File: src/dwt_defs.svh
// Notes on behaviour
// - While active, counter bit 6 falling from one to zero on a tick requests a chip reset.
// - Writing zero to the reset trigger bit resets the chip at once, if the activate bit is set or written one.
// - Writing the counter reloads it and so holds off the reset.
// - Hardware activation forces the activate bit high; writes cannot clear it.
// - Software activation: disabled until bit 0 set; only reset disables.
// - Hardware option enabled: stop acts as wait, counting continues.
// - Stop mode entered only while the watchdog is disabled.
// - Leaving stop on an interrupt resumes counting.
// - Reset value is FEh without the hardware option: activate zero, count and trigger bits all ones.
// - Count field reversed: register bit 7 is counter lsb, bit 2 top.
// - Six count bits give 64 periods, 3072 to 196608 clocks.
// - Activate zero: free 7-bit timer, trigger bit as its msb.
// - At least 28 instructions run after activation or reset.
// - A watchdog reset reinitialises the watchdog counter too.
// - Watchdog reset released 2048 clocks later, like a pin reset.
`ifndef DWT_DEFS_SVH
`define DWT_DEFS_SVH

`define DWT_ADR_W          8
`define DWT_REG_WDG        8'hD8
`define DWT_REG_STAT       8'hDC
`define DWT_WDG_RESET      8'hFE
`define DWT_CNT_W          7
`define DWT_CNT_RESET      7'h7F
`define DWT_CNT_TOP        6
`define DWT_BIT_C          0
`define DWT_BIT_SR         1
`define DWT_FIELD_LSB      2
`define DWT_STAT_STOP      0
`define DWT_STAT_WAIT      1
`define DWT_STAT_HWOPT     2
`define DWT_STAT_WDRST     3
`define DWT_TICK_CYCLES    3072
`define DWT_STRETCH_CYCLES 2048

`endif

File: src/dwt_pkg.sv
package dwt_pkg;

    // Power mode of the core as seen by the watchdog
    typedef enum logic [1:0] {
        DWT_PWR_RUN,
        DWT_PWR_WAIT,
        DWT_PWR_STOP
    } dwt_pwr_e;

    // Status carried to the bus read mux; only the reset flag can be cleared by a write
    typedef struct packed {
        logic wd_reset;
        logic hw_option;
        logic wait_mode;
        logic stop_mode;
    } dwt_stat_s;

endpackage : dwt_pkg

File: src/dwt_prescaler.sv
`timescale 1ns/1ps
`include "dwt_defs.svh"

module dwt_prescaler #(
    parameter int DIV = `DWT_TICK_CYCLES
) (
    input  wire logic clk_i,
    input  wire logic rst_i,
    input  wire logic ce_i,
    input  wire logic clr_i,
    input  wire logic run_i,
    output logic      tick_o
);
    localparam int W = $clog2(DIV);
    localparam logic [W-1:0] LAST = W'(DIV - 1);

    logic [W-1:0] div_reg;

    // Divider; a clear restarts a full period so a reload never gets a short first step
    always_ff @(posedge clk_i) begin
        if (rst_i || clr_i) begin
            div_reg <= '0;
            tick_o  <= 1'b0;
        end else if (ce_i) begin
            tick_o <= 1'b0;
            if (run_i) begin
                if (div_reg == LAST) begin
                    div_reg <= '0;
                    tick_o  <= 1'b1;
                end else begin
                    div_reg <= div_reg + 1'b1;
                end
            end
        end
    end
endmodule : dwt_prescaler

File: src/dwt_stretch.sv
`timescale 1ns/1ps
`include "dwt_defs.svh"

module dwt_stretch #(
    parameter int CYCLES = `DWT_STRETCH_CYCLES
) (
    input  wire logic clk_i,
    input  wire logic rst_i,
    input  wire logic ce_i,
    input  wire logic trig_i,
    output logic      hold_o
);
    localparam int W = $clog2(CYCLES + 1);
    localparam logic [W-1:0] LOAD = W'(CYCLES);

    logic [W-1:0] cnt_reg;

    // Pin reset and watchdog trigger both arm the same delay
    always_ff @(posedge clk_i) begin
        if (rst_i) begin
            cnt_reg <= LOAD;
            hold_o  <= 1'b1;
        end else if (ce_i) begin
            if (trig_i) begin
                cnt_reg <= LOAD;
                hold_o  <= 1'b1;
            end else if (cnt_reg != '0) begin
                cnt_reg <= cnt_reg - 1'b1;
                hold_o  <= (cnt_reg != W'(1));
            end else begin
                hold_o <= 1'b0;
            end
        end
    end
endmodule : dwt_stretch

File: src/dwt_top.sv
`timescale 1ns/1ps
`include "dwt_defs.svh"

module dwt_top
    import dwt_pkg::*;
#(
    parameter int TICK_CYCLES    = `DWT_TICK_CYCLES,
    parameter int STRETCH_CYCLES = `DWT_STRETCH_CYCLES
) (
    input  wire logic                   clk_i,
    input  wire logic                   rst_i,
    input  wire logic                   ce_i,
    // Classic Wishbone slave
    input  wire logic                   wb_cyc_i,
    input  wire logic                   wb_stb_i,
    input  wire logic                   wb_we_i,
    input  wire logic [`DWT_ADR_W-1:0]  wb_adr_i,
    input  wire logic [31:0]            wb_dat_i,
    input  wire logic [3:0]             wb_sel_i,
    output logic      [31:0]            wb_dat_o,
    output logic                        wb_ack_o,
    // Activation option strap and core power requests
    input  wire logic                   hw_option_i,
    input  wire logic                   stop_instr_i,
    input  wire logic                   wait_instr_i,
    input  wire logic                   wake_irq_i,
    // Reset and power outputs
    output logic                        wdg_rst_req_o,
    output logic                        core_rst_o,
    output logic                        stop_mode_o,
    output logic                        wait_mode_o,
    output logic                        wdg_active_o
);

    // ------------------------------------------------------------
    // Declarations
    // ------------------------------------------------------------
    logic                  opt_meta_reg;
    logic                  opt_sync_reg;
    logic                  hw_opt_reg;
    logic                  c_reg;
    logic [`DWT_CNT_W-1:0] cnt_reg;
    logic [`DWT_CNT_W-1:0] cnt_next;
    logic                  active;
    logic                  active_d_reg;
    logic                  hold;
    logic                  int_rst;
    logic                  bus_req;
    logic                  wr_wdg;
    logic                  wr_stat;
    logic                  wr_c;
    logic [`DWT_CNT_W-1:0] wr_cnt;
    logic [7:0]            rd_wdg;
    logic                  tick;
    logic                  cnt_fall;
    logic                  sw_rst;
    logic                  wdg_fire;
    logic                  presc_clr;
    logic                  wdrst_flag_reg;
    dwt_pwr_e              pwr_reg;
    dwt_pwr_e              pwr_next;
    dwt_stat_s             stat;

    // ------------------------------------------------------------
    // Option strap: two flops, then caught while reset is asserted
    // ------------------------------------------------------------
    // Strap comes from a pin, so it is synchronised first
    always_ff @(posedge clk_i) begin
        if (ce_i) begin
            opt_meta_reg <= hw_option_i;
            opt_sync_reg <= opt_meta_reg;
        end
    end

    // Option is frozen outside reset; a moving strap cannot disable the dog
    always_ff @(posedge clk_i) begin
        if (ce_i && int_rst) begin
            hw_opt_reg <= opt_sync_reg;
        end
    end

    // ------------------------------------------------------------
    // Internal reset: pin reset or stretched watchdog reset
    // ------------------------------------------------------------
    // delay before release
    dwt_stretch #(
        .CYCLES (STRETCH_CYCLES)
    ) u_stretch (
        .clk_i  (clk_i),
        .rst_i  (rst_i),
        .ce_i   (ce_i),
        .trig_i (wdg_fire),
        .hold_o (hold)
    );

    assign int_rst = rst_i | hold;

    // ------------------------------------------------------------
    // Bus decode
    // ------------------------------------------------------------
    // One request per ack; the ack cycle itself is not a new request
    assign bus_req = wb_cyc_i & wb_stb_i & ~wb_ack_o;
    assign wr_wdg  = bus_req & wb_we_i & wb_sel_i[0]
                   & (wb_adr_i == `DWT_REG_WDG);
    assign wr_stat = bus_req & wb_we_i & wb_sel_i[0]
                   & (wb_adr_i == `DWT_REG_STAT);

    // ------------------------------------------------------------
    // Reversed field mapping between register byte and counter
    // ------------------------------------------------------------
    // bit 7 is the lsb stage
    for (genvar i = 0; i < `DWT_CNT_W - 1; i++) begin : g_map
        assign wr_cnt[i]   = wb_dat_i[7 - i];
        assign rd_wdg[7-i] = cnt_reg[i];
    end
    // Trigger bit is the top counter stage
    assign wr_cnt[`DWT_CNT_TOP]  = wb_dat_i[`DWT_BIT_SR];
    assign rd_wdg[`DWT_BIT_SR]   = cnt_reg[`DWT_CNT_TOP];
    assign rd_wdg[`DWT_BIT_C]    = active;

    // ------------------------------------------------------------
    // Activation
    // ------------------------------------------------------------
    // hardware option is always active
    assign active = hw_opt_reg | c_reg;
    // Activate bit as it stands after the current write
    assign wr_c   = active | wb_dat_i[`DWT_BIT_C];

    // set once, cleared only by reset
    always_ff @(posedge clk_i) begin
        if (int_rst) begin
            c_reg <= 1'b0;
        end else if (ce_i && wr_wdg && wb_dat_i[`DWT_BIT_C]) begin
            c_reg <= 1'b1;
        end
    end

    // Edge detect for activation restarts the prescaler
    always_ff @(posedge clk_i) begin
        if (int_rst) begin
            active_d_reg <= 1'b0;
        end else if (ce_i) begin
            active_d_reg <= active;
        end
    end

    // ------------------------------------------------------------
    // Prescaler: one counter step per tick period
    // ------------------------------------------------------------
    // a full period after activation or reload
    assign presc_clr = int_rst | wr_wdg | (active & ~active_d_reg);

    dwt_prescaler #(
        .DIV    (TICK_CYCLES)
    ) u_presc (
        .clk_i  (clk_i),
        .rst_i  (rst_i),
        .ce_i   (ce_i),
        .clr_i  (presc_clr),
        .run_i  (pwr_reg != DWT_PWR_STOP),
        .tick_o (tick)
    );

    // ------------------------------------------------------------
    // Downcounter
    // ------------------------------------------------------------
    // Next count: a write beats a tick so reload always wins
    always_comb begin
        cnt_next = cnt_reg;
        if (wr_wdg) begin
            cnt_next = wr_cnt;
        end else if (tick) begin
            cnt_next = cnt_reg - 1'b1;
        end
    end

    always_ff @(posedge clk_i) begin
        if (int_rst) begin
            cnt_reg <= `DWT_CNT_RESET;
        end else if (ce_i) begin
            cnt_reg <= cnt_next;
        end
    end

    // ------------------------------------------------------------
    // Reset sources
    // ------------------------------------------------------------
    // top stage one-to-zero
    // 64 periods from six count bits
    assign cnt_fall = active & ~wr_wdg & tick
                    & cnt_reg[`DWT_CNT_TOP] & ~cnt_next[`DWT_CNT_TOP];

    assign sw_rst   = wr_wdg & wr_c & ~wb_dat_i[`DWT_BIT_SR];

    // Nothing fires while the chip is still held in reset
    assign wdg_fire = ce_i & ~int_rst & (cnt_fall | sw_rst);

    // Request pulse for the chip reset controller
    always_ff @(posedge clk_i) begin
        if (rst_i) begin
            wdg_rst_req_o <= 1'b0;
        end else if (ce_i) begin
            wdg_rst_req_o <= wdg_fire;
        end
    end

    // Sticky cause flag; the pin reset or a write of one to it clears it, set beats clear
    always_ff @(posedge clk_i) begin
        if (rst_i) begin
            wdrst_flag_reg <= 1'b0;
        end else if (ce_i) begin
            if (wdg_fire) begin
                wdrst_flag_reg <= 1'b1;
            end else if (wr_stat && wb_dat_i[`DWT_STAT_WDRST]) begin
                wdrst_flag_reg <= 1'b0;
            end
        end
    end

    // ------------------------------------------------------------
    // Power mode
    // ------------------------------------------------------------
    always_comb begin
        pwr_next = pwr_reg;
        case (pwr_reg)
            DWT_PWR_RUN: begin
                if (stop_instr_i) begin
                    pwr_next = active ? DWT_PWR_WAIT : DWT_PWR_STOP;
                end else if (wait_instr_i) begin
                    pwr_next = DWT_PWR_WAIT;
                end
            end
            DWT_PWR_WAIT: begin
                if (wake_irq_i) begin
                    pwr_next = DWT_PWR_RUN;
                end
            end
            DWT_PWR_STOP: begin
                if (wake_irq_i) begin
                    pwr_next = DWT_PWR_RUN;
                end
            end
            default: begin
                pwr_next = DWT_PWR_RUN;
            end
        endcase
    end

    // Mode register; any reset returns the core to run
    always_ff @(posedge clk_i) begin
        if (int_rst) begin
            pwr_reg <= DWT_PWR_RUN;
        end else if (ce_i) begin
            pwr_reg <= pwr_next;
        end
    end

    // ------------------------------------------------------------
    // Status and outputs
    // ------------------------------------------------------------
    assign stat.stop_mode = (pwr_reg == DWT_PWR_STOP);
    assign stat.wait_mode = (pwr_reg == DWT_PWR_WAIT);
    assign stat.hw_option = hw_opt_reg;
    assign stat.wd_reset  = wdrst_flag_reg;

    // All status outputs are registered copies of internal state
    always_ff @(posedge clk_i) begin
        if (rst_i) begin
            core_rst_o   <= 1'b1;
            stop_mode_o  <= 1'b0;
            wait_mode_o  <= 1'b0;
            wdg_active_o <= 1'b0;
        end else if (ce_i) begin
            core_rst_o   <= int_rst;
            stop_mode_o  <= stat.stop_mode;
            wait_mode_o  <= stat.wait_mode;
            wdg_active_o <= active;
        end
    end

    // ------------------------------------------------------------
    // Wishbone answer
    // ------------------------------------------------------------
    // Ack one cycle after the request; unmapped reads return zero
    always_ff @(posedge clk_i) begin
        if (rst_i) begin
            wb_ack_o <= 1'b0;
            wb_dat_o <= 32'h0000_0000;
        end else if (ce_i) begin
            wb_ack_o <= bus_req;
            if (bus_req && !wb_we_i) begin
                case (wb_adr_i)
                    `DWT_REG_WDG:  wb_dat_o <= {24'h00_0000, rd_wdg};
                    `DWT_REG_STAT: wb_dat_o <= {28'h000_0000, stat};
                    default:       wb_dat_o <= 32'h0000_0000;
                endcase
            end
        end
    end

endmodule : dwt_top

File: config.mk
export PLATFORM = sky130hd
export DESIGN_NAME = dwt_top
export DESIGN_NICKNAME = d
export VERILOG_FILES = /design/src/dwt_pkg.sv /design/src/dwt_prescaler.sv /design/src/dwt_stretch.sv /design/src/dwt_top.sv
export VERILOG_INCLUDE_DIRS = /design/src /design/src/src
export SDC_FILE = /design/constraint.sdc
export NUM_CORES = 1
export LEC_CHECK = 0
export BUFFER_PORTS_ARGS = -buffer_cell sky130_fd_sc_hd__buf_4
export CAP_MARGIN = 20
export CORE_MARGIN = 4
export CORE_UTILIZATION = 38
export CTS_CLUSTER_DIAMETER = 200
export CTS_CLUSTER_SIZE = 20
export DETAILED_ROUTE_END_ITERATION = 12
export GPL_TIMING_DRIVEN = 0
export SLEW_MARGIN = 0
export SYNTH_ARGS = -nofsm -noshare
export SYNTH_HDL_FRONTEND = slang
export SYNTH_HIERARCHICAL = 1
export SYNTH_SLANG_ARGS = --single-unit
File: constraint.sdc
create_clock -name clk_i -period 3.69 [get_ports clk_i]
set_clock_uncertainty 0.2 [all_clocks]
set_input_delay 0.369 -clock clk_i [delete_from_list [all_inputs] [get_ports clk_i]]
set_output_delay 0.369 -clock clk_i [all_outputs]
set_load 0.02 [all_outputs]
======== Word-level counts from Yosys, hierarchy flattened ========
Cells that the tools add are included.
word-level totals
  register bits after elaboration ......... 79
  bits of input ports ..................... 54
  output and inout bits ................... 38
  logic and storage cells ................. 95
cells by class
  add/sub/neg operators ................... 3
  equal/unequal tests ..................... 9
  multiplexer cells ....................... 17
  bitwise operators ....................... 27
  reduce and logical (&&, ||, !) cells .... 19
operators with widths
  kind                     count
  $mux W12                 3
  $eq A8 B8 Y1 const B     2
  $pmux W8 S2              1
  $and A1 B1 Y1            15
  $mux W7                  2
  $add A12 B1 Y12 const B  1
  $eq A12 B12 Y1 const B   1
  $ne A12 B1 Y1 const B    1
  $reduce_bool A12 Y1      1
  $sub A12 B1 Y12 const B  1
  $reduce_and A2 Y1        5
  $mux W2                  4
  $sub A7 B1 Y7 const B    1
  $mux W1                  6
  $not A1 Y1               6
  $or A1 B1 Y1             6
  $reduce_bool A2 Y1       3
  $logic_and A1 B1 Y1      5
  $pmux W2 S2              1
  $ne A3 B3 Y1 const B     1
  $reduce_and A3 Y1        1
  $eq A2 B1 Y1 const B     1
  $eq A2 B2 Y1 const B     1
  $logic_not A2 Y1         1
  other kinds (5)          5

======== Depth between registers and ports, before layout ========
  depth in word-level cells ............... 14
  depth in mapped cells ................... 12

======== By module ========
Netlist, hierarchy kept.
by module, submodules not included
  module         instances  cells each  area an instance (um2)  sequential area each (um2)
  dwt_top        1          194         1740.4                  610.6
  dwt_stretch    1          83          706.9                   260.2
  dwt_prescaler  1          71          625.6                   260.2

======== Worst setup path before layout ========
OpenSTA, ideal clock, no wires.
  path kind ............................... input to register
  from .................................... input wb_adr_i[1]
  to ...................................... register u_stretch.cnt_reg[9]
  library setup time ...................... 0.070 ns
  arrival time ............................ 2.704 ns
  path slack .............................. 0.716 ns
  stages on the path ...................... 9
  buffers on the path ..................... 0
  cells stage by stage .................... or4b_4 -> nor4_2 -> nor4bb_1 -> o21ai_1 -> inv_1 -> nand2b_1 -> nor3_2 -> or4_1 -> a21oi_1
on the way
  cells in the longest elaborated chain, start to end .. 11
  elaborated cells on any way between the ends .. 16
  classes of those cells .................. eq/ne (1); mux (2); bitwise (11); reduce/logical (2)
ends and longest elaborated chain
  what                                 line               RTL
  start: declaration                   dwt_top.sv:17      input wire logic [`DWT_ADR_W-1:0] wb_adr_i,
  $eq A8 B8 Y1 *                       n/a
  $and A1 B1 Y1 *                      dwt_top.sv:103     assign wr_wdg = bus_req & wb_we_i & wb_sel_i[0]
  $not A1 Y1                           dwt_top.sv:190     assign cnt_fall = active & ~wr_wdg & tick
  $and A1 B1 Y1 (4 in series)          dwt_top.sv:190
  $or A1 B1 Y1 *                       dwt_top.sv:196     assign wdg_fire = ce_i & ~int_rst & (cnt_fall | sw_rst);
  $and A1 B1 Y1 *                      dwt_top.sv:196
  via wdg_fire                         dwt_top.sv:57      logic wdg_fire;
  $reduce_bool A2 Y1 (no source line)  n/a
  $reduce_and A2 Y1 (no source line)   n/a
  end signal: assignment               dwt_stretch.sv:28  cnt_reg <= cnt_reg - 1'b1;
  end: declaration                     dwt_stretch.sv:16  logic [W-1:0] cnt_reg;
The timed path passes the listed nets; every way through them passes the cells marked *.
A chain may end at the register's enable or synchronous reset.

======== Final worst setup path ========
  from .................................... input wb_adr_i[1]
  to ...................................... register u_stretch.cnt_reg[6]
The elaborated chain is that of the path after synthesis.

==> run_results.csv <==
group,metric,value,unit
status,status,"complete, no violations",
route,drt_iter0_markers,130,
worst_setup_path,worstSetupEndpointType,"flip-flop",
synthesis,syn_area,3070,µm²
worst_setup_path,r2r-end,"u_stretch/cnt_reg[6]$_SDFFE_PP0P_",
worst_setup_path,critical_path_arrival,3.34,ns
finish,num-fill-cells,766,
timing,slew_headroom,44.0,%
hold_path,min_to,"opt_meta_reg$_DFFE_PP_",
grt,grt_max_degree,19,
finish,syn_to_final_growth,20.1,%
clocking,root_buffer,"clkbuf_8",
worst_setup_path,critPathLaunchType,"input port",
clocking,post_cts_buffers,0,
grt,antenna_found_initial,0,
grt,grt_usage,14.2,%
clocking,numClockSinks,55,
synthesis,yosys_warnings,6,
hold_path,worstHoldStart,"hw_option_i",
finish,drive_above_1_share,24.4,%
route,drtPass1Iterations,4,
finish,fin_area,3690,µm²
timing,report.final.setup_viol,0,
worst_setup_path,critPathSlowestCell,"or4b_4",
timing,post-route-period-util,89.4,%
placed_design,place.gp.congestion,0.835,
timing,post-route-min-period,3.30,ns
hold_path,hold_class,"in2reg",
timing,report.final.slew_viol_count,0,
grt,grt_pass1_vias,2477,
worst_setup_path,max_stage_delay,0.59,ns
timing,rsz0062_at_grt,"false",
finish,final_common_cell,"buf_4",
synthesis,ys_ff_latch,55,
flow_run,cap_violations,0,
hold_path,hold_depth,1,
floorplanning,rows,32,
route,ant_nets,0,
timing,tightest_slew,0.828,ns
clocking,insertion_delay,0.31,ns
synthesis,synthFlopType,"dfxtp_1",
synthesis,synth_cells,348,
finish,diodes,0,
timing,tns,0,ns
placed_design,pre_cts_ws,0.0956,ns
synthesis,synth-edff-count,3,
clocking,cts_resized,0,
power,power_density,352,nW/µm²
power,leakage,1.45,nW
worst_setup_path,critPathKind,"in2reg",
synthesis,ys_types,67,
grt,grt_pass1_wl,11500,µm
floorplanning,pin_count,92,
power,power,1.30,mW
worst_setup_path,reg2reg_setup_slack,0.52,ns
clocking,cts_tree,"done",
clocking,cts_buffers,5,
synthesis,syn_avg_cell_area,8.83,µm²
clocking,clkTransAtPathRegs,0.10,ns
worst_setup_path,path_max_fanout,6,
synthesis,yosysSeqAreaShare,36.8,%
floorplanning,die_x,97.9,µm
placed_design,place_area,3580,µm²
route,drc,0,
finish,fin_nets,479,
finish,final_cell_mix,"buf_4 (63), dfxtp_1 (52), nor2_1 (32)",
grt,grt_overflow,0,
worst_setup_path,required,3.74,ns
worst_setup_path,crit_chain,"buf_4 -> or4b_4 -> nor4_2 -> nor4bb_1 -> o21ai_1 -> inv_1 -> nand2b_1 -> o31ai_1 -> or4_1 -> a21oi_1",
timing,fmax,0.303,GHz
clocking,cts.path.max_buffers,2,
floorplanning,initial_core_util,39.4,%
placed_design,hpwl,5210,µm
clocking,h-tree-depth,2,
route,viasPerCell,5.05,
worst_setup_path,r2r_start,"u_presc/tick_o$_SDFFE_PP0P_",
synthesis,postSynth.asyncResetShare,0,%
floorplanning,dieHeight,97.9,µm
route,routed_wl,6890,µm
clocking,hold_buffers,0,
placed_design,port_buffers,39,
floorplanning,die-area,9590,µm²
route,vias,2627,
timing,setup_ws,0.391,ns
power,ir_drop,203,µV
floorplanning,core,7810,µm²
worst_setup_path,ff2ff_path_depth,10,
route,wire_per_inst,13.2,µm
timing,hold_viol,0,
[per-layer routing]
metal	GRT usage (%)	share of wire (%)	vias up
met5	0	0	-
met4	5.01	1.5	0
met3	3.14	6.6	10
li1	-	-	1353
met1	17.9	45	1183
met2	23.7	47	81
[kinds of logic (layout without fill, tap and decap cells)]
family / Yosys count / in the layout / synth area share, %
AO/OA/AOI/OAI: 70 / 70 / 15.3
XOR/XNOR: 7 / 7 / 2.00
adder cells (fa/ha/maj): 8 / 8 / 3.26
buffers and inverters: 51 / 98 / 11.2
flip-flops: 55 / 55 / 36.8
multiplexers: 11 / 11 / 3.71
other: 1 / 24 / 0.122
AND/OR/NAND/NOR: 145 / 145 / 27.6
[synth_stat cells (3+ instances only)]
| master | number | share of area, % |
|---|---|---|
| ha_1 | 8 | 3.3 |
| dfxtp_1 | 52 | 34 |
| o21ai_0 | 11 | 1.8 |
| nor3_1 | 11 | 1.8 |
| xnor2_1 | 4 | 1.1 |
| xor2_1 | 3 | 0.86 |
| buf_6 | 3 | 1.1 |
| inv_1 | 12 | 1.5 |
| or4_1 | 6 | 1.5 |
| nor4_1 | 9 | 1.8 |
| a21oi_1 | 16 | 2.6 |
| or3_1 | 4 | 0.81 |
| nand4b_1 | 3 | 0.86 |
| mux2_2 | 3 | 1.1 |
| a31oi_1 | 5 | 1.0 |
| nor4_2 | 3 | 1.2 |
| nand3b_1 | 4 | 0.98 |
| or2_2 | 6 | 1.2 |
| clkbuf_1 | 9 | 1.1 |
| edfxtp_1 | 3 | 2.9 |
| buf_4 | 24 | 5.9 |
| o31ai_1 | 5 | 1.2 |
| o221ai_1 | 3 | 0.86 |
| and2_1 | 3 | 0.61 |
| nand3_2 | 3 | 0.98 |
| mux2i_1 | 8 | 2.6 |
| nand2b_1 | 8 | 1.6 |
| nor2_1 | 32 | 3.9 |
| nand2_1 | 25 | 3.1 |
| a22oi_1 | 8 | 2.0 |
| nand3_1 | 8 | 1.3 |
| a211oi_1 | 3 | 0.73 |
[power by group]
group          leakage [nW]  total [mW]  switching (mW)  internal (mW)
combinational         0.942       0.250           0.134          0.115
clock                0.0569       0.393           0.214          0.179
sequential            0.451       0.658          0.0277          0.630
[how the worst max path moves through the flow]
stage	startpoint	to	slack, ns	depth (start not counted)
6_report	wb_adr_i[1]	u_stretch/cnt_reg[6]$_SDFFE_PP0P_	0.39	10
5_1_grt	u_presc/tick_o$_SDFFE_PP0P_	u_stretch/cnt_reg[6]$_SDFFE_PP0P_	0.15	10
4_1_cts	wb_adr_i[1]	u_stretch/cnt_reg[6]$_SDFFE_PP0P_	0.41	10
3_5_place_dp	wb_adr_i[1]	u_stretch/cnt_reg[6]$_SDFFE_PP0P_	0.1	10
3_3_place_gp	wb_adr_i[1]	u_stretch/cnt_reg[6]$_SDFFE_PP0P_	0.19	10
2_1_floorplan	wb_adr_i[1]	u_stretch/cnt_reg[9]$_SDFFE_PP0P_	0.72	9
[cell type report]
class                      count  area, µm²  share of cell area [%]
sequential                    55       1130                    30.6
multi-input combinational    265       1680                    45.6
buffer                        39        299                    8.10
clock inverter                 2       17.5                   0.475
inverter                      12       45.0                    1.22
timing repair buffer          39        293                    7.93
clock buffer                   6       93.8                    2.54
tap                          102        128                    3.46
[critical path: cells and delay by family]
| kind | cells | cell delay [ns] |
|---|---|---|
| compound gates | 3 | 0.51 |
| buf+inv | 2 | 0.29 |
| simple gates | 5 | 2.18 |
[per-stage QoR]
step	util, %	hold WS [ns]	std cells
after CTS	47.3	0.0228	520
after global routing	47.3	0.0214	520
after floorplan	-	0.200	371
after detailed placement	45.8	0.207	512
final	47.3	0.0395	520
after global placement	45.8	0.218	512
(Power assumes the default switching activity.)
